===== config.mk =====
export PLATFORM = sky130hd
export DESIGN_NAME = uarx_recovery
export DESIGN_NICKNAME = d
export VERILOG_FILES = /design/src/shared/uarx_pkg.sv /design/src/hw/uarx_recovery.sv
export SDC_FILE = /design/constraint.sdc
export NUM_CORES = 1
export LEC_CHECK = 0
export ABC_AREA = 0
export BUFFER_PORTS_ARGS = -buffer_cell sky130_fd_sc_hd__buf_2
export CAP_MARGIN = 20
export CELL_PAD_IN_SITES_DETAIL_PLACEMENT = 1
export CELL_PAD_IN_SITES_GLOBAL_PLACEMENT = 2
export CORE_ASPECT_RATIO = 1.25
export CORE_MARGIN = 4
export CORE_UTILIZATION = 40
export CTS_CLUSTER_SIZE = 40
export DETAILED_ROUTE_END_ITERATION = 16
export MAX_ROUTING_LAYER = met4
export PLACE_DENSITY_LB_ADDON = 0.12
export SLEW_MARGIN = 40
export SYNTH_ARGS = -nofsm -noshare
export SYNTH_HDL_FRONTEND = slang
export SYNTH_SLANG_ARGS = --single-unit

===== constraint.sdc =====
create_clock -name CLK -period 7.6 [get_ports CLK]
set_clock_uncertainty 0.1 [all_clocks]
set_input_delay 1.14 -clock CLK [delete_from_list [all_inputs] [get_ports CLK]]
set_output_delay 1.14 -clock CLK [all_outputs]
set_load 0.01 [all_outputs]

===== src/shared/uarx_pkg.sv =====
// Purpose: shared constants and carrier types for the asynchronous receive front end
// Assumes: single 250 MHz clock, oversampling tick enable from an outside baud generator
// Notes:   sample numbers count from one at the first low sample of the start bit
package uarx_pkg;

  localparam int UARX_SPB_NORMAL   = 16;  // samples per bit, normal speed
  localparam int UARX_SPB_DOUBLE   = 8;   // samples per bit, double speed
  localparam int UARX_VOTE_N_FIRST = 8;   // first centre sample, normal speed
  localparam int UARX_VOTE_D_FIRST = 4;   // first centre sample, double speed
  localparam int UARX_DATA_MAX     = 9;   // widest character
  localparam int UARX_DATA_MIN     = 5;   // narrowest character
  localparam int UARX_SYNC_STAGES  = 2;   // receive line synchroniser depth

  // receiver configuration, steady while a frame is in flight
  typedef struct packed {
    logic       double_speed_sel;     // eight samples per bit when set
    logic       multiproc_filter_en;  // drop data frames when set
    logic       parity_en;            // a parity bit follows the data
    logic [3:0] char_bits;            // 5 to 9 data bits
  } uarx_cfg_t;

  // one recovered frame as handed to the receive buffer
  typedef struct packed {
    logic [8:0] data;              // data bits, lsb first on the line, unused upper bits zero
    logic       rx_ninth_bit;      // ninth data bit for nine bit characters
    logic       parity_bit;        // voted parity bit, zero when parity is off
    logic       frame_error_flag;  // first stop bit voted as zero
  } uarx_frame_t;

endpackage : uarx_pkg


===== src/hw/uarx_recovery.sv =====
// Purpose: start bit qualification and majority vote data recovery for an async receiver
// Assumes: SAMPLE_TICK is a one-cycle enable at 16x (normal) or 8x (double) the bit rate
// Notes:   frames go out as one-cycle FRAME_VALID pulses; there is no buffer here
// Notes on behaviour
// - sixteen samples per bit, eight at double speed
// - falling edge on idle line starts; sample one
// - qualify start with samples 8-10 or 4-6
// - two highs among three: noise, search again
// - realign bit timing on every valid start
// - per-bit state counter numbers each sample
// - bit value is majority of centre three
// - recover through first stop bit, ignore rest
// - stop voted zero sets frame error flag
// - next start accepted right after stop vote
// - filter on: data frames are not delivered
// - type bit: stop bit, or ninth bit
// - type one is address, zero is data
// - filter setting touches reception only
// - double speed halves ticks per bit to eight
// - filter enable is a software control bit
module uarx_recovery
  import uarx_pkg::*;
#(
  parameter int SYNC_STAGES = UARX_SYNC_STAGES  // synchroniser depth, two or more
) (
  input  wire logic                  CLK,          // system clock, 250 MHz
  input  wire logic                  RESETN,       // asynchronous reset, active low
  input  wire logic                  SAMPLE_TICK,  // oversampling enable from the baud generator
  input  wire logic                  SERIAL_RX_IN, // receive line, idle high
  input  wire uarx_pkg::uarx_cfg_t   CFG,          // speed, filter, parity and character size
  output logic                       FRAME_VALID,  // one-cycle pulse: FRAME holds a kept frame
  output uarx_pkg::uarx_frame_t      FRAME,        // last delivered frame
  output logic                       RX_BUSY       // a frame is being recovered
);
  import uarx_pkg::*;

  // refuse a chain too short to keep a metastable first flop away from the edge detector
  if (SYNC_STAGES < 2) begin : g_sync_check
    $error("SYNC_STAGES must be at least two");
  end

  typedef enum logic [1:0] {ST_IDLE, ST_START, ST_BITS} uarx_state_t;

  // the whole module state, registered in one place
  typedef struct packed {
    logic [SYNC_STAGES-1:0] sync;    // synchroniser chain, bit 0 is the first flop
    logic                   line_q;  // previous synchronised level for edge detection
    uarx_state_t            state;   // receiver phase
    logic [4:0]             samp;    // sample number inside the current bit
    logic [3:0]             bitn;    // bit index inside the frame after start
    logic [2:0]             votes;   // centre samples of the current bit
    logic [8:0]             shreg;   // collected data bits
    logic                   par;     // voted parity bit
    logic                   fvalid;  // delivery pulse
    uarx_frame_t            frame;   // delivered frame
  } uarx_st_t;

  uarx_st_t st_r;   // registered state
  uarx_st_t st_nxt; // next state

  // majority of three samples, shared by start and data voting
  function automatic logic vote3(input logic [2:0] s);
    vote3 = (s[0] & s[1]) | (s[0] & s[2]) | (s[1] & s[2]);
  endfunction : vote3

  logic       line;      // synchronised receive level
  logic [4:0] spb;       // samples per bit in the current mode
  logic [4:0] vfirst;    // first centre sample number
  logic [3:0] nbits;     // bits after start: data, parity, first stop
  logic       voted;     // majority of the gathered centre samples
  logic       typebit;   // frame type bit of the finished frame

  assign line    = st_r.sync[SYNC_STAGES-1];
  assign spb     = CFG.double_speed_sel ? 5'(UARX_SPB_DOUBLE) : 5'(UARX_SPB_NORMAL);
  assign vfirst  = CFG.double_speed_sel ? 5'(UARX_VOTE_D_FIRST) : 5'(UARX_VOTE_N_FIRST);
  assign nbits   = CFG.char_bits + 4'(CFG.parity_en) + 4'h1;
  assign voted   = vote3(st_r.votes);

  // single next-state process for the whole receiver
  always_comb begin
    logic [8:0] shifted;
    shifted = '0;
    st_nxt        = st_r;
    st_nxt.fvalid = 1'b0;
    typebit       = 1'b0;
    // shift the raw pin through the chain; only the last stage is read
    st_nxt.sync = {st_r.sync[SYNC_STAGES-2:0], SERIAL_RX_IN};
    if (SAMPLE_TICK) begin
      st_nxt.line_q = line;
      case (st_r.state)
        ST_IDLE: begin
          // high to low seen on an idle line: this sample is number one
          if (st_r.line_q && !line) begin
            st_nxt.state = ST_START;
            st_nxt.samp  = 5'h01;
            st_nxt.votes = 3'h0;
          end
        end
        ST_START: begin
          st_nxt.samp = st_r.samp + 5'h01;
          if (st_nxt.samp >= vfirst && st_nxt.samp <= vfirst + 5'h02) begin
            st_nxt.votes = {st_r.votes[1:0], line};
          end
          if (st_r.samp == vfirst + 5'h02) begin
            if (voted) begin
              st_nxt.state = ST_IDLE;
            end else begin
              // timing now counts from this edge for the rest of the frame
              st_nxt.state = ST_BITS;
              st_nxt.bitn  = 4'h0;
            end
          end
          if (st_r.samp == spb) begin
            st_nxt.samp = 5'h01;
          end
        end
        ST_BITS: begin
          st_nxt.samp = (st_r.samp == spb) ? 5'h01 : st_r.samp + 5'h01;
          if (st_nxt.samp >= vfirst && st_nxt.samp <= vfirst + 5'h02) begin
            st_nxt.votes = {st_r.votes[1:0], line};
          end
          if (st_r.samp == vfirst + 5'h02) begin
            // bit decided by majority of its centre samples
            if (st_r.bitn < CFG.char_bits) begin
              shifted = st_r.shreg | (9'(voted) << st_r.bitn);
              st_nxt.shreg = shifted;
            end else if (CFG.parity_en && st_r.bitn == CFG.char_bits) begin
              st_nxt.par = voted;
            end
            st_nxt.bitn = st_r.bitn + 4'h1;
            if (st_r.bitn == nbits - 4'h1) begin
              // first stop bit: frame ends here, further stop bits are idle line
              typebit = (CFG.char_bits == 4'(UARX_DATA_MAX)) ? st_r.shreg[8] : voted;
              // a low on the sample right after the stop vote is already sample one of the
              // next start; the line history is not forced high, so a break held low never
              // turns into a string of false starts
              if (st_r.line_q && !line) begin
                st_nxt.state = ST_START;
                st_nxt.samp  = 5'h01;
                st_nxt.votes = 3'h0;
              end else begin
                st_nxt.state = ST_IDLE;
              end
              st_nxt.shreg  = '0;
              st_nxt.par    = 1'b0;
              // type one is an address frame; data frames are dropped when filtering
              if (!CFG.multiproc_filter_en || typebit) begin
                st_nxt.fvalid                 = 1'b1;
                st_nxt.frame.data             = st_r.shreg;
                st_nxt.frame.rx_ninth_bit     = st_r.shreg[8];
                st_nxt.frame.parity_bit       = st_r.par;
                st_nxt.frame.frame_error_flag = ~voted;
              end
            end
          end
        end
        default: begin
          st_nxt.state = ST_IDLE;
        end
      endcase
    end
  end

  // one register for all state; reset to idle with a high line history
  always_ff @(posedge CLK or negedge RESETN) begin
    if (!RESETN) begin
      st_r        <= '0;
      st_r.sync   <= '1;
      st_r.line_q <= 1'b1;
      st_r.state  <= ST_IDLE;
    end else begin
      st_r <= st_nxt;
    end
  end

  // FRAME_VALID and FRAME come straight from flops, RX_BUSY is decoded from the state; filtering never reaches any transmit path
  assign FRAME_VALID = st_r.fvalid;
  assign FRAME       = st_r.frame;
  assign RX_BUSY     = (st_r.state != ST_IDLE);
endmodule : uarx_recovery


Word-level counts from Yosys, hierarchy flattened
Cells that the tools add are included.

storage, ports and cells
  bits in read-only memories = 0
  latch bits = 0
  RAM bits = 0
  register bits after elaboration = 40
  word-level logic and storage cells = 94
  memories kept = 0
  bits of input ports = 11
  output and inout bits = 14

operators by class
  reductions and logical operators = 20
  bitwise gates (word level) = 7
  equality and inequality tests = 14
  magnitude comparators = 5
  multiply operators = 0
  shift-type cells = 1
  add/sub/neg operators = 6
  muxes and demuxes = 28
  div/mod/pow operators = 0

operators with widths
  operator               number
  $mux W13               3
  $mux W37               1
  $mux W26               1
  $reduce_and A5 Y1      4
  $mux W5                3
  $pmux W5 S3            1
  $mux W7                2
  $mux W3                4
  $mux W4                3
  $ne A2 B2 Y1 const B   6
  $eq A5 B5 Y1           2
  $ge A5 B4 Y1           2
  $le A5 B5 Y1           2
  $mux W9                1
  $or A9 B9 Y9           1
  $pmux W3 S3            1
  $shl A1 B4 Y9          1
  $add A4 B1 Y4 const B  2
  $eq A4 B4 Y1           2
  $pmux W4 S2            1
  $reduce_and A4 Y1      2
  $reduce_bool A2 Y1     4
  $pmux W2 S3            1
  $add A4 B2 Y5 const B  1
  other kinds (19)       30

Depth between registers and ports, before layout
Gate-level depths: netlist (run 1).

  depth in word-level cells = 11
  depth in mapped cells = 13
  mapped depth without buffers = 13

Worst setup path after synthesis (run 1)
OpenSTA, ideal clock, no wires.

  path kind = input -> register
  start = input CFG[0] (netlist bit)
  end = register st_r, in the netlist FRAME[10]
  arrival = 3.049 ns
  setup time = 0.127 ns
  data required time = 7.373 ns
  setup slack = 4.324 ns
  path buffers = 2
  stages = 9
  path through = ha_1 > ha_1 > xnor3_1 > nand3_1 > or2_1 > buf_2 > a211oi_4 > buf_6 > mux2_1

between the ends
  word-level cells in the longest chain between the ends = 5
  elaborated cells on any way between the ends = 8
  classes of those cells = add/sub (3); eq/ne (2); mux (1); reduce/logical (2)

RTL lines
  item                                    RTL line              RTL
  start, declared                         uarx_recovery.sv:30   input wire uarx_pkg::uarx_cfg_t CFG,
  $add A4 B1 Y4 (2 in a row)              uarx_recovery.sv:76   assign nbits = CFG.char_bits + 4'(CFG.parity_en) + 4'h1;
  $sub A4 B1 Y4                           uarx_recovery.sv:131  if (st_r.bitn == nbits - 4'h1) begin
  $eq A4 B4 Y1                            uarx_recovery.sv:131
  $reduce_and A5 Y1 (no source line) (*)  n/a
  end signal, assigned                    uarx_recovery.sv:172  st_r <= st_nxt;
  end, declared                           uarx_recovery.sv:58   uarx_st_t st_r;

Every way passes the cells marked *; elsewhere a longest branch is shown, timed or not.
A chain may end at the register's enable or synchronous reset.

Worst setup path in the final report (run 1)
  start = input CFG[0] (netlist bit)
  end = register st_r, in the netlist FRAME[3]

The elaborated chain is that of the path after synthesis.

==> results of run 1 <==
cells by family after synthesis:
kind of cell,Yosys count
AO/OA/AOI/OAI,54
XOR/XNOR,8
adder cells (fa/ha/maj),22
buffers and inverters,44
flip-flops,39
multiplexers,14
AND/OR/NAND/NOR,71
how the worst max path moves through the flow:
| stage | to | slack [ps] | cells after the start |
|---|---|---|---|
| after floorplan | FRAME[10]$_DFFE_PN0P_ | 4320 | 9 |
| after global placement | FRAME[3]$_DFFE_PN0P_ | 3870 | 8 |
| after detailed placement | FRAME[5]$_DFFE_PN0P_ | 3830 | 8 |
| after CTS | FRAME[3]$_DFFE_PN0P_ | 4150 | 8 |
| after global routing | FRAME[3]$_DFFE_PN0P_ | 4010 | 8 |
| final | FRAME[3]$_DFFE_PN0P_ | 4180 | 8 |
per-stage QoR:
step	cells	utilization	setup slack [ps]	total power, mW
global placement	336	0.4311	3873	0.4176
floorplan	252	-	4324	0.3638
CTS	344	0.4542	4145	0.6256
finish	344	0.4542	4180	0.6149
detailed placement	336	0.4315	3830	0.4161
global route	344	0.4542	4013	0.6583
worst reg2reg max path: stages, from the launching register on:
cell and delay [ps]:
dfrtp_1 420, inv_1 140, ha_1 250, nor2b_1 150
o21ai_1 240, nand2_1 160, inv_1 90, ha_1 230
and2_1 180, nand3_1 70, nor4bb_1 370, o2bb2a_1 300
o22ai_1 130
layout by cell type (no fill, tap or decap), types with 3 or more instances in the layout:
cell type	count
a31oi_1	4
mux2_2	5
o22ai_1	4
dfstp_2	3
nand4_1	3
mux2_1	7
nor2b_1	8
xnor2_1	5
buf_2	23
nor2_1	14
ha_1	21
o21ai_0	14
inv_1	22
a21oi_1	11
and3_1	4
clkbuf_8	5
nand2_1	18
a41oi_1	4
o21a_1	5
dfrtp_1	36
nand3_1	10
layer usage:
| layer | wire length [um] | part of all wire |
|---|---|---|
| met3 | 92 | 0.017 |
| met5 | 0 | 0 |
| met2 | 2983 | 0.55 |
| met4 | 55 | 0.010 |
| met1 | 2343 | 0.43 |
flip-flops by register name, summed over array words and instances, names as in the netlist:
register	count
st_nxt	1
FRAME	11
line	1
st_r	25
FRAME_VALID	1
layout make-up:
type	count	area [um^2]	share of cell area
multi-input cells	169	1240	0.4661
flip-flops and latches	39	979.7	0.3683
repair buffers	24	122.6	0.04610
well taps	82	102.6	0.03857
inverters	22	82.58	0.03104
clock buffers	6	72.57	0.02728
clock inverters	2	60.06	0.02258
power groups by stage:
stage | Combinational, mW | Sequential (mW) | Clock [mW]
2_1_floorplan | 0.127 | 0.237 | 0
3_3_place_gp | 0.175 | 0.242 | 0
3_5_place_dp | 0.173 | 0.243 | 0
4_1_cts | 0.175 | 0.239 | 0.212
5_1_grt | 0.198 | 0.241 | 0.218
6_report | 0.172 | 0.239 | 0.204
==> impl.org, run 1 <==
** Run status
- Result of the run :: completed

** Logic synthesis
- By area the synthesized netlist is led by dfrtp_1 37%, ha_1 11%, buf_4 3.7%, inv_1 3.4%, dfstp_2 3.2%.
- Compound-gate portion of the synthesized area :: 0.1471
- The mapped netlist covers between 2000 and 2500 um^2.
- Synthesized area per cell :: around 9.7 um^2
- Synthesized netlist net count :: 284
- For this run, the register share of the synthesized area comes to 0.4013.
- Adder-cell share of the synthesized area :: 0.1117
- Most common cell in the synthesized netlist :: dfrtp_1
- The cell count after synthesis came out at 252.
- Counting distinct cell types in the post-synthesis netlist gives 49.
- Counting flops with an async set or reset pin after synthesis yields a share of 1.000.
- Largest area contributor in the netlist :: dfrtp_1
- After synthesis the netlist holds a flip-flop and latch count of 39.
- Yosys mapped a number of flops with a built-in enable equal to 0.
- Largest family of logic cells by synthesized area :: simple AND/OR/NAND/NOR gates
- Of the total synthesized cell area, the portion taken by AND, OR, NAND and NOR gates is 0.1512.
- After synthesis, the most frequently instantiated cells are 36 x dfrtp_1, 22 x inv_1, 21 x ha_1.
- Most instantiated flip-flop cell in the synthesis netlist :: dfrtp_1
- Mux contribution to synthesized area :: 0.06356
- Synthesis Warnings :: 0
- Of the total synthesized cell area, the portion taken by XOR and XNOR cells is 0.03434.
- Of the post-synthesis cell area, the dominant cell type holds 0.3690.

** Worst setup path
- Stage delay of the slowest cell on the critical path :: around 640 ps
- Endpoint of the worst-slack reg-to-reg timing path :: st_r[25]$_DFFE_PN0P_
- Setup slack on the worst reg-to-reg path comes out at 4700 ps.
- Critical path class :: in2reg
- Crit path cell chain :: buf_2 -> ha_1 -> ha_1 -> xnor3_1 -> nand3_1 -> or2_1 -> a211oi_4 -> mux2_2
- The worst setup path is launched from a primary input.
- In this run the worst path has a maximum fanout of 13.
- The cell that appears most often on the critical path is ha_1.
- Combined buffer and inverter count along the critical path :: 1
- Arrival time of the worst setup path :: between 3000 and 4000 ps
- On the critical path the largest part of the delay comes from compound AO/OA/AOI/OAI gates.
- Data on the critical path is required at its endpoint by 7670 ps.
- In this run the critical register-to-register path is launched from st_r[30]$_DFFE_PN0P_.
- For this design, the slowest cell found on the critical path is a211oi_4.
- Setup crit start :: CFG[0]
- Element type at the critical path end :: flip-flop
- Counting cells, the worst reg-to-reg path comes to 12.

** Die
- Full die area :: between 7000 and 8000 um^2
- Pin placement for this block handled 25 I/O pins.
- Die boundary height :: 95.34 um
- The initial utilization of the core area, before any placement, comes to 0.4168.
- From left edge to right edge, the die measures 77.87 um.
- Placement Rows :: 31
- After floorplanning, the core was sized to cover 5857 um^2.

** STA
- Relative max-transition margin :: 0.5056
- Pins over their slew limit :: 0
- Total count of hold-check failures in the final report :: 0
- Shortest clock period the worst path allows after layout :: between 3000 and 4000 ps
- Dividing the final minimum period by the clock period gives 0.4500.
- Setup Total Neg Slack :: 0 ps
- Setup violations remaining at the end of the flow were counted as 0.
- Min Hold Slack :: 258.5 ps
- Worst-margin pin slew :: 735.4 ps
- Peak clock frequency supported by timing :: 292.4 MHz
- Unrepaired setup endpoints after global routing :: false

** Drt
- Once detail routing completed, the nets flagged for antenna violations numbered 0.
- In the final routed layout, each cell accounts on average for 15.91 um.
- In the routed design, unresolved DRC markers number 0.
- Initial DRT Pass Iterations :: 4
- Summing over every cut layer, the via total after detailed routing is 1826.
- DR iter-0 viols :: 45
- Total detailed-routing wirelength :: 5473 um
- Via count normalized by instance count :: 5.308

** Clocking
- Post-CTS Hold Buffers :: 0
- Root Buffer :: clkbuf_8
- TritonCTS built the clock tree.
- Clock latency on the worst-skew pair :: 290 ps
- Quantity of gates resized following cts :: 0
- The longest clock path from root to sink contains 2 buffers.
- TritonCTS created 5 clock buffers.
- Total clock sinks :: 39
- In this run the number of H-tree levels came out at 2.
- # Post-CTS Setup Buffers :: 0
- CTS clk-pin slew, worst paths :: 70 ps

** Placement
- Final RePlAce weighted congestion :: 0.7648
- Placed wire-length estimate after detailed placement :: roughly 4200 um
- During placement, the flow inserted port buffers numbering 24.
- In this run the cell area measured after placement is 2527 um^2.

** Global route
- In the global route stage, met2 resource usage came out at 0.3086.
- Entering global routing, the biggest net connects 40 pins.
- In this run the most used layer during global routing was met2.
- The initial antenna violation count came to 0.
- Summed over all layers, the global routing overflow is 0.
- First-pass GRT wire length :: 9618 um
- Met3 track utilization from global routing :: 0.02268
- In the global route stage, met1 resource usage came out at 0.1873.
- Via count of the first global-routing pass :: 2003
- For this run, the total global-route usage over all layers was measured as 0.1676.

** Pwr
- Switching power :: 193.3 uW
- Cell internal power was estimated by the tool at 421.7 uW.
- In this run the static leakage power is 1.310 nW.
- In this run the power density over the cells is 231.2 nW/um^2.
- Of the total power, combinational logic draws 0.280.
- VDD sags by at most 0.1511 mV.
- Of the total power, registers draw 0.388.
- Fraction of power consumed by the clock network :: 0.332
- Switching portion of total power :: 0.3143

** Worst hold path
- Min-Delay Startpoint :: st_nxt[39]$_DFF_PN1_
- Hold Path Sink :: line$_DFF_PN1_
- Worst min path class :: reg2reg
- Counting instances, the worst hold path has a depth of 0.

** Layout
- Fill cells in the final layout number 674.
- With fillers left out, the area of the finished cells amounts to 2660 um^2.
- Area growth syn-to-layout :: 8.970%
- The net count of the finished layout is 293.
- Of the cells placed in the final design, the portion with a size suffix greater than 1 is 0.1565.
- The number of antenna diodes in the final layout is 0.

** Job
- Max-cap violations in this run came to 0.
Power figures use the tool's default switching activity.
==> run 2: changes to the inputs <==
--- a/config.mk
+++ b/config.mk
@@ -12,7 +12,7 @@
 export CELL_PAD_IN_SITES_GLOBAL_PLACEMENT = 2
 export CORE_ASPECT_RATIO = 1.25
 export CORE_MARGIN = 4
-export CORE_UTILIZATION = 40
+export CORE_UTILIZATION = 37
 export CTS_CLUSTER_SIZE = 40
 export DETAILED_ROUTE_END_ITERATION = 16
 export MAX_ROUTING_LAYER = met4
==> constraint.sdc (replaced) <==
create_clock -name CLK -period 3.2 [get_ports CLK]
set_clock_uncertainty 0.1 [all_clocks]
set_input_delay 0.48 -clock CLK [delete_from_list [all_inputs] [get_ports CLK]]
set_output_delay 0.48 -clock CLK [all_outputs]
set_load 0.01 [all_outputs]
==> impl.org, run 2 (synthesis gave the netlist of run 1 again) <==
** Worst setup path
- In this design, the largest share of critical-path delay is due to simple AND/OR/NAND/NOR gates.
- Following the worst setup path forward leads to its endpoint at st_r[24]$_DFFE_PN0P_.
- R2r setup slk :: 460 ps
- Data required time of the critical path :: 3310 ps
- Traced cell by cell, the critical path runs through ha_1 -> xor2_1 -> nand2_1 -> inv_1 -> ha_1 -> and2_1 -> nand3_1 -> nor4bb_1 -> buf_4 -> o2bb2a_1 -> o22ai_1.
- The critical path contains buffers and inverters numbering 2 combined.
- Setup crit start :: st_r[31]$_DFFE_PN0P_
- The startpoint identified for the worst register-to-register timing path is st_r[31]$_DFFE_PN0P_.
- Stage delay of the slowest cell on the critical path :: 460 ps
- The critical path crosses 11 cells after its start point.
- Critical-path cell with the highest stage delay :: dfrtp_1
- The worst setup path is launched from a flip-flop.
- By startpoint and endpoint, the worst setup path is classified as reg2reg.
- The worst register-to-register path has a depth of 11.
- Arrival time of the worst setup path :: 2850 ps
- Worst-path fanout max :: 6
- Most frequent cell on the critical path :: ha_1
- Endpoint of the worst-slack reg-to-reg timing path :: st_r[24]$_DFFE_PN0P_
- The worst setup path is captured at a flip-flop.

** Worst hold path
- The min-delay analysis places its worst path in the category in2async.

** STA
- Shortest clock period the worst path allows after layout :: 2737 ps
- Final period util :: 0.8553
- For the pin with the worst max-slew slack, the measured transition is roughly 500 ps.
- The worst pin sits at a relative slew slack of 0.6664.
- The final hold violation count was 0.
- Unrepaired setup endpoints after global routing :: false
- Static timing analysis puts the maximum clock frequency at between 300 and 400 MHz.
- Setup Total Neg Slack :: 0 ps
- Final setup violation count :: 0
- Pins over their slew limit :: 0
- The tightest hold path in the finished design has a slack of 58.44 ps.

** Layout
- Leading cell types in the layout, fill and taps excluded :: 36 x dfrtp_1, 23 x buf_2, 22 x inv_1
- The final layout contains 303 nets.
- Ratio of cells with drive above 1 in the final layout :: 0.1875
- The register with the most flip-flops in the final layout is st_r.
- Total inserted antenna cells :: 0
- Max reg flops :: 25
- Number of filler cells placed in the layout :: 762
- The count of cells in the finished layout, fillers not included, comes to about 360.
- Area growth syn-to-layout :: 10.25%
- The library cell used most frequently in the layout, excluding fill and tap cells, is dfrtp_1.

** Clocking
- H-tree depth :: 2
- Buffers added to address setup during post-CTS repair amount to 0.
- The clock passes through at most 2 buffers.
- TritonCTS built the clock tree.
- Number of buffers inserted during clock tree synthesis :: 5
- For this design, the CTS-stage hold fixing added 0 buffers.
- Total clock sinks :: 39
- For the worst-skew pair, the clock arrives at the later sink with an insertion delay of 290 ps.
- The number of gates resized after CTS was 0.
- CTS clk-pin slew, worst paths :: 80 ps
- Root Buffer :: clkbuf_8

** Global route
- Pin count of the biggest net entering global routing :: 40
- First-pass GRT wire length :: 9632 um
- For this run the aggregate overflow at the end of global routing stands at 0.
- In the global route stage, overall resource usage came out at 0.1604.
- Initial antenna violation count :: 0
- For this run, global-route usage on met1 was measured as 0.1795.
- Most Crowded Layer GR :: met2
- Met2 routing resource usage after global routing :: 0.2915
- Via count of the first global-routing pass :: 2033
- Met3 track utilization from global routing :: 0.02468

** Placement
- Final RePlAce weighted congestion :: approximately 0.75
- After detailed placement, the design holds a cell count of 349.
- In this run the tool buffered the top-level ports with 24 buffer cells.
- Placed wire-length estimate after detailed placement :: around 4400 um

** Die
- The die covers 7969 um^2.
- Row generation in the floorplan step produced 32 rows.
- Starting density of the core :: 0.3883
- The core region is 6286 um^2.
- The die is 80.65 um wide.
- IO Pins :: 25
- From bottom edge to top edge, the die measures 98.82 um.

** Drt
- Initial DRT Pass Iterations :: 4
- After detailed routing, the number of vias per cell comes to 5.227.
- For this block, the via count after detailed routing is ~1.9k.
- Final ANT Viol Nets :: 0
- After detailed routing, the number of remaining DRC violations is 0.
- DR WL/cell :: ~16 um
- Wires add up to 5680 um.
- After the first detailed-routing iteration, the DRC count stood at 44.

** Pwr
- Pwr Density :: 498.0 nW/um^2
- Leakage power of the design :: 1.336 nW
- The worst-case IR drop observed on VDD is approximately 0.24 mV.

** Job
- Across the run, the number of max-cap violations was 0.

** Run status
- The run finished with clean final reports.
-- run 2: cell type report --
cell class / count / area [um^2] / share of cell area
inverter: 22 / 82.58 / 0.03068
timing repair buffer: 34 / 197.7 / 0.07345
tap: 85 / 106.4 / 0.03952
clock inverter: 2 / 12.51 / 0.004649
clock buffer: 6 / 72.57 / 0.02696
multi-input combinational: 169 / 1240 / 0.4607
sequential: 39 / 979.7 / 0.3640
-- run 2: power by group --
| part | total (mW) | switching, mW | internal, mW | leakage (nW) |
|---|---|---|---|---|
| combinational | 0.448 | 0.261 | 0.188 | 0.788 |
| sequential | 0.566 | 0.0390 | 0.527 | 0.507 |
| clock | 0.326 | 0.173 | 0.152 | 0.0412 |
-- run 2: worst min-delay path by stage --
stage,cells past startpoint,slack (ps),end
floorplan,0,80,FRAME[0]$_DFFE_PN0P_
global placement,0,250,line$_DFF_PN1_
detailed placement,0,250,line$_DFF_PN1_
CTS,1,80,st_r[35]$_DFFE_PN0P_
global route,1,90,st_r[35]$_DFFE_PN0P_
finish,1,60,st_r[35]$_DFFE_PN0P_
-- run 2: through the flow --
| stage | util | power (mW) | setup slack, ps | area, um^2 |
|---|---|---|---|---|
| 2_1_floorplan | - | 0.8641 | 583.6 | 2441 |
| 3_3_place_gp | 0.4142 | 1.023 | 385.9 | 2604 |
| 3_5_place_dp | 0.4146 | 1.031 | 311.7 | 2606 |
| 4_1_cts | 0.4281 | 1.365 | 418.9 | 2691 |
| 5_1_grt | 0.4281 | 1.450 | 175.3 | 2691 |
| 6_report | 0.4281 | 1.340 | 463.1 | 2691 |
-- run 2: metal layers --
layer / share of wire / routed length, um / up-vias
li1: - / - / 900
met1: 0.42 / 2363 / 942
met2: 0.56 / 3160 / 18
met3: 0.016 / 90 / 6
met4: 0.011 / 65 / 0
met5: 0 / 0 / -
==> run 3: changes to the inputs <==
--- a/config.mk
+++ b/config.mk
@@ -5,14 +5,13 @@
 export SDC_FILE = /design/constraint.sdc
 export NUM_CORES = 1
 export LEC_CHECK = 0
-export ABC_AREA = 0
 export BUFFER_PORTS_ARGS = -buffer_cell sky130_fd_sc_hd__buf_2
 export CAP_MARGIN = 20
 export CELL_PAD_IN_SITES_DETAIL_PLACEMENT = 1
 export CELL_PAD_IN_SITES_GLOBAL_PLACEMENT = 2
 export CORE_ASPECT_RATIO = 1.25
 export CORE_MARGIN = 4
-export CORE_UTILIZATION = 37
+export CORE_UTILIZATION = 40
 export CTS_CLUSTER_SIZE = 40
 export DETAILED_ROUTE_END_ITERATION = 16
 export MAX_ROUTING_LAYER = met4
==> constraint.sdc (replaced) <==
create_clock -name CLK -period 3.21 [get_ports CLK]
set_clock_uncertainty 0.1 [all_clocks]
set_input_delay 0.4815 -clock CLK [delete_from_list [all_inputs] [get_ports CLK]]
set_output_delay 0.4815 -clock CLK [all_outputs]
set_load 0.01 [all_outputs]
==> impl.org, run 3 (synthesis gave the netlist of run 1 again) <==
** Layout
- From synthesis to final layout, the design area changed by 10.81%.
- The net count of the finished layout is ~300.
- Leaving out fill and tap cells, the most frequent cell in the layout is dfrtp_1.
- With fillers left out, the area of the finished cells amounts to 2705 um^2.
- The number of antenna diodes in the final layout is 0.
- Across the whole layout, storage elements account for between 900 and 1000 um^2.
- Number of filler cells placed in the layout :: 682
- Ratio of cells with drive above 1 in the final layout :: 0.1754
- Register with the highest flop count :: st_r
- Multi-input combinational cell area :: 1240 um^2
- Post-Layout Cell Count :: 350
- The register with the most flip-flops in the layout has 25 of them.
- Once layout is complete, the utilization of the core stands at 0.4619.
- In the layout the commonest cells are 36 x dfrtp_1, 23 x buf_2, 22 x inv_1.

** Job
- Across the run, the number of max-cap violations was 0.

** Global route
- The initial antenna violation count was 0.
- For this run, global-route usage on met1 was measured as 0.1876.
- GR Util All Layers :: 0.1727
- The first global-routing pass estimated 9784 um of wire.
- In the global route stage, met2 resource usage came out at 0.3186.
- The number of global-route vias before repair was 2021.
- The total overflow left after global routing is 0.
- Met3 track utilization from global routing :: 0.02836
- Entering global routing, the biggest net connects 40 pins.
- Most Crowded Layer GR :: met2

** Clocking
- CTS clk-pin slew, worst paths :: about 80 ps
- CTS tree :: done
- H-tree depth :: 2
- Root Buffer :: clkbuf_8
- The number of setup buffers added after CTS is 0.
- Post-CTS Hold Buffers :: 0
- Total clock sinks :: 39
- Quantity of gates resized following cts :: 0
- Counting along the longest clock path gives a buffer depth of 2.
- In this run, CTS created clock tree buffers numbering 5.
- The later pin in the worst-skew pair is clocked with a latency of 290 ps.

** Drt
- Summed over all layers, the routed wires come to 5643 um.
- Initial DRT Pass Iterations :: 4
- After detailed routing, the average wire length per cell comes to approximately 16 um.
- The detail route stage leaves a number of antenna-violating nets equal to 0.
- Summing over every cut layer, the via total after detailed routing is 1821.
- Via count normalized by instance count :: 5.203
- Final routed DRC violation total :: 0
- The detailed router finished its first iteration with 65 violations.

** Die
- During I/O placement, the number of pins put on the boundary was 25.
- Measured along the y axis, the die boundary spans roughly 95 um.
- The die covers around 7400 um^2.
- Starting density of the core :: 0.4168
- The floorplan has 31 rows.
- After floorplanning, the core was sized to cover 5857 um^2.
- The floorplan step set the die width to 77.87 um.

** STA
- The final hold violation count was 0.
- Final setup violation count :: 0
- Setup repair after global routing left no endpoint under its margin.
- Measured against its own limit, the worst slew margin works out to 0.6674.
- Final period util :: 0.8370
- Min Hold Slack :: 51.05 ps
- Setup Total Neg Slack :: 0 ps
- The clock period could shrink to 2687 ps.
- Worst-margin pin slew :: 493.6 ps
- Based on the critical path, the design can be clocked at up to 372.2 MHz.
- Pins over their slew limit :: 0

** Pwr
- Pwr Density :: 545.0 nW/um^2
- The analysis attributes to cell leakage a power of 1.341 nW.
- IR drop worst, VDD :: about 0.28 mV

** Placement
- Number of placed instances, taps included :: 342
- Placed cell areas :: between 2000 and 3000 um^2
- Number of port buffers :: 24
- Once detailed placement completed, the half-perimeter wirelength came to 4359 um.
- Final RePlAce weighted congestion :: ~0.75

** Worst setup path
- Crit path cell chain :: inv_1 -> ha_1 -> nor2b_1 -> o21ai_1 -> nand2_1 -> inv_1 -> ha_1 -> and2_1 -> nand3_1 -> nor4bb_1 -> o2bb2a_1 -> o22ai_1
- Category of the worst setup path launch point :: flip-flop
- The endpoint identified for the worst register-to-register timing path is st_r[25]$_DFFE_PN0P_.
- STA puts the critical path data required time at approximately 3300 ps.
- The worst register-to-register path begins at st_r[30]$_DFFE_PN0P_.
- Among all stages on the critical path, the largest delay is contributed by dfrtp_1.
- R2r setup slk :: 520 ps
- Path depth of the worst reg2reg path :: 12
- The critical path is of the reg2reg type.
- The worst setup path is captured at a flip-flop.
- In this design, the stage delay of the slowest critical-path cell is 410 ps.
- Worst-path fanout max :: 5
- Data on the critical path arrives at its endpoint at around 2800 ps.

** Run status
- Result of the run :: completed

** Worst hold path
- Worst min path class :: in2async
run 3: cell types whose count changed in the layout (fill, tap and decap cells not counted):
cell        before  now
bufinv_16        0    2
clkinv_2         1    0
buf_4           11    7
clkinvlp_4       1    0
run 3: through the flow:
stage | total power, mW | setup slack (ps)
after floorplan | 0.8614 | 592.1
after global placement | 0.9965 | 378.8
after detailed placement | 1.002 | 297.8
after CTS | 1.502 | 500.5
after global routing | 1.585 | 236.9
final | 1.474 | 523.3
run 3: how the worst max path moves through the flow:
| stage | to | start | slack (ps) | depth (start not counted) |
|---|---|---|---|---|
| detailed placement | FRAME[6]$_DFFE_PN0P_ | CFG[0] | 300 | 9 |
| global placement | FRAME[4]$_DFFE_PN0P_ | CFG[0] | 380 | 9 |
| global route | st_r[23]$_DFFE_PN0P_ | st_r[30]$_DFFE_PN0P_ | 240 | 12 |
| CTS | st_r[25]$_DFFE_PN0P_ | st_r[30]$_DFFE_PN0P_ | 500 | 12 |
| finish | st_r[25]$_DFFE_PN0P_ | st_r[30]$_DFFE_PN0P_ | 520 | 12 |
| floorplan | FRAME[10]$_DFFE_PN0P_ | CFG[0] | 590 | 9 |
run 3: area by class of cell:
| class | count | share of cell area |
|---|---|---|
| Multi-Input combinational cell | 169 | 0.4584 |
| Timing Repair Buffer | 30 | 0.06198 |
| Inverter | 22 | 0.03053 |
| Clock buffer | 6 | 0.02683 |
| Clock inverter | 2 | 0.02220 |
| Sequential cell | 39 | 0.3622 |
| Tap cell | 82 | 0.03793 |
run 3: where the power goes:
| part | total, mW | switching, mW | internal (mW) |
|---|---|---|---|
| Combinational | 0.422 | 0.252 | 0.169 |
| Clock | 0.490 | 0.179 | 0.311 |
| Sequential | 0.562 | 0.0370 | 0.525 |
run 3: critical path, delay by kind of cell, from the launching register on:
kind | cells | cell delay (ps)
AND/OR/NAND/NOR | 5 | 920
buffers and inverters | 2 | 160
AO/OA/AOI/OAI | 3 | 590
flip-flops | 1 | 410
adder cells (fa/ha/maj) | 2 | 440
run 3: layer usage:
metal	routed length, um	up-vias	part of all wire
met4	110	0	0.019
li1	-	890	-
met2	3063	23	0.54
met1	2352	898	0.42
met3	117	10	0.021
met5	0	-	0
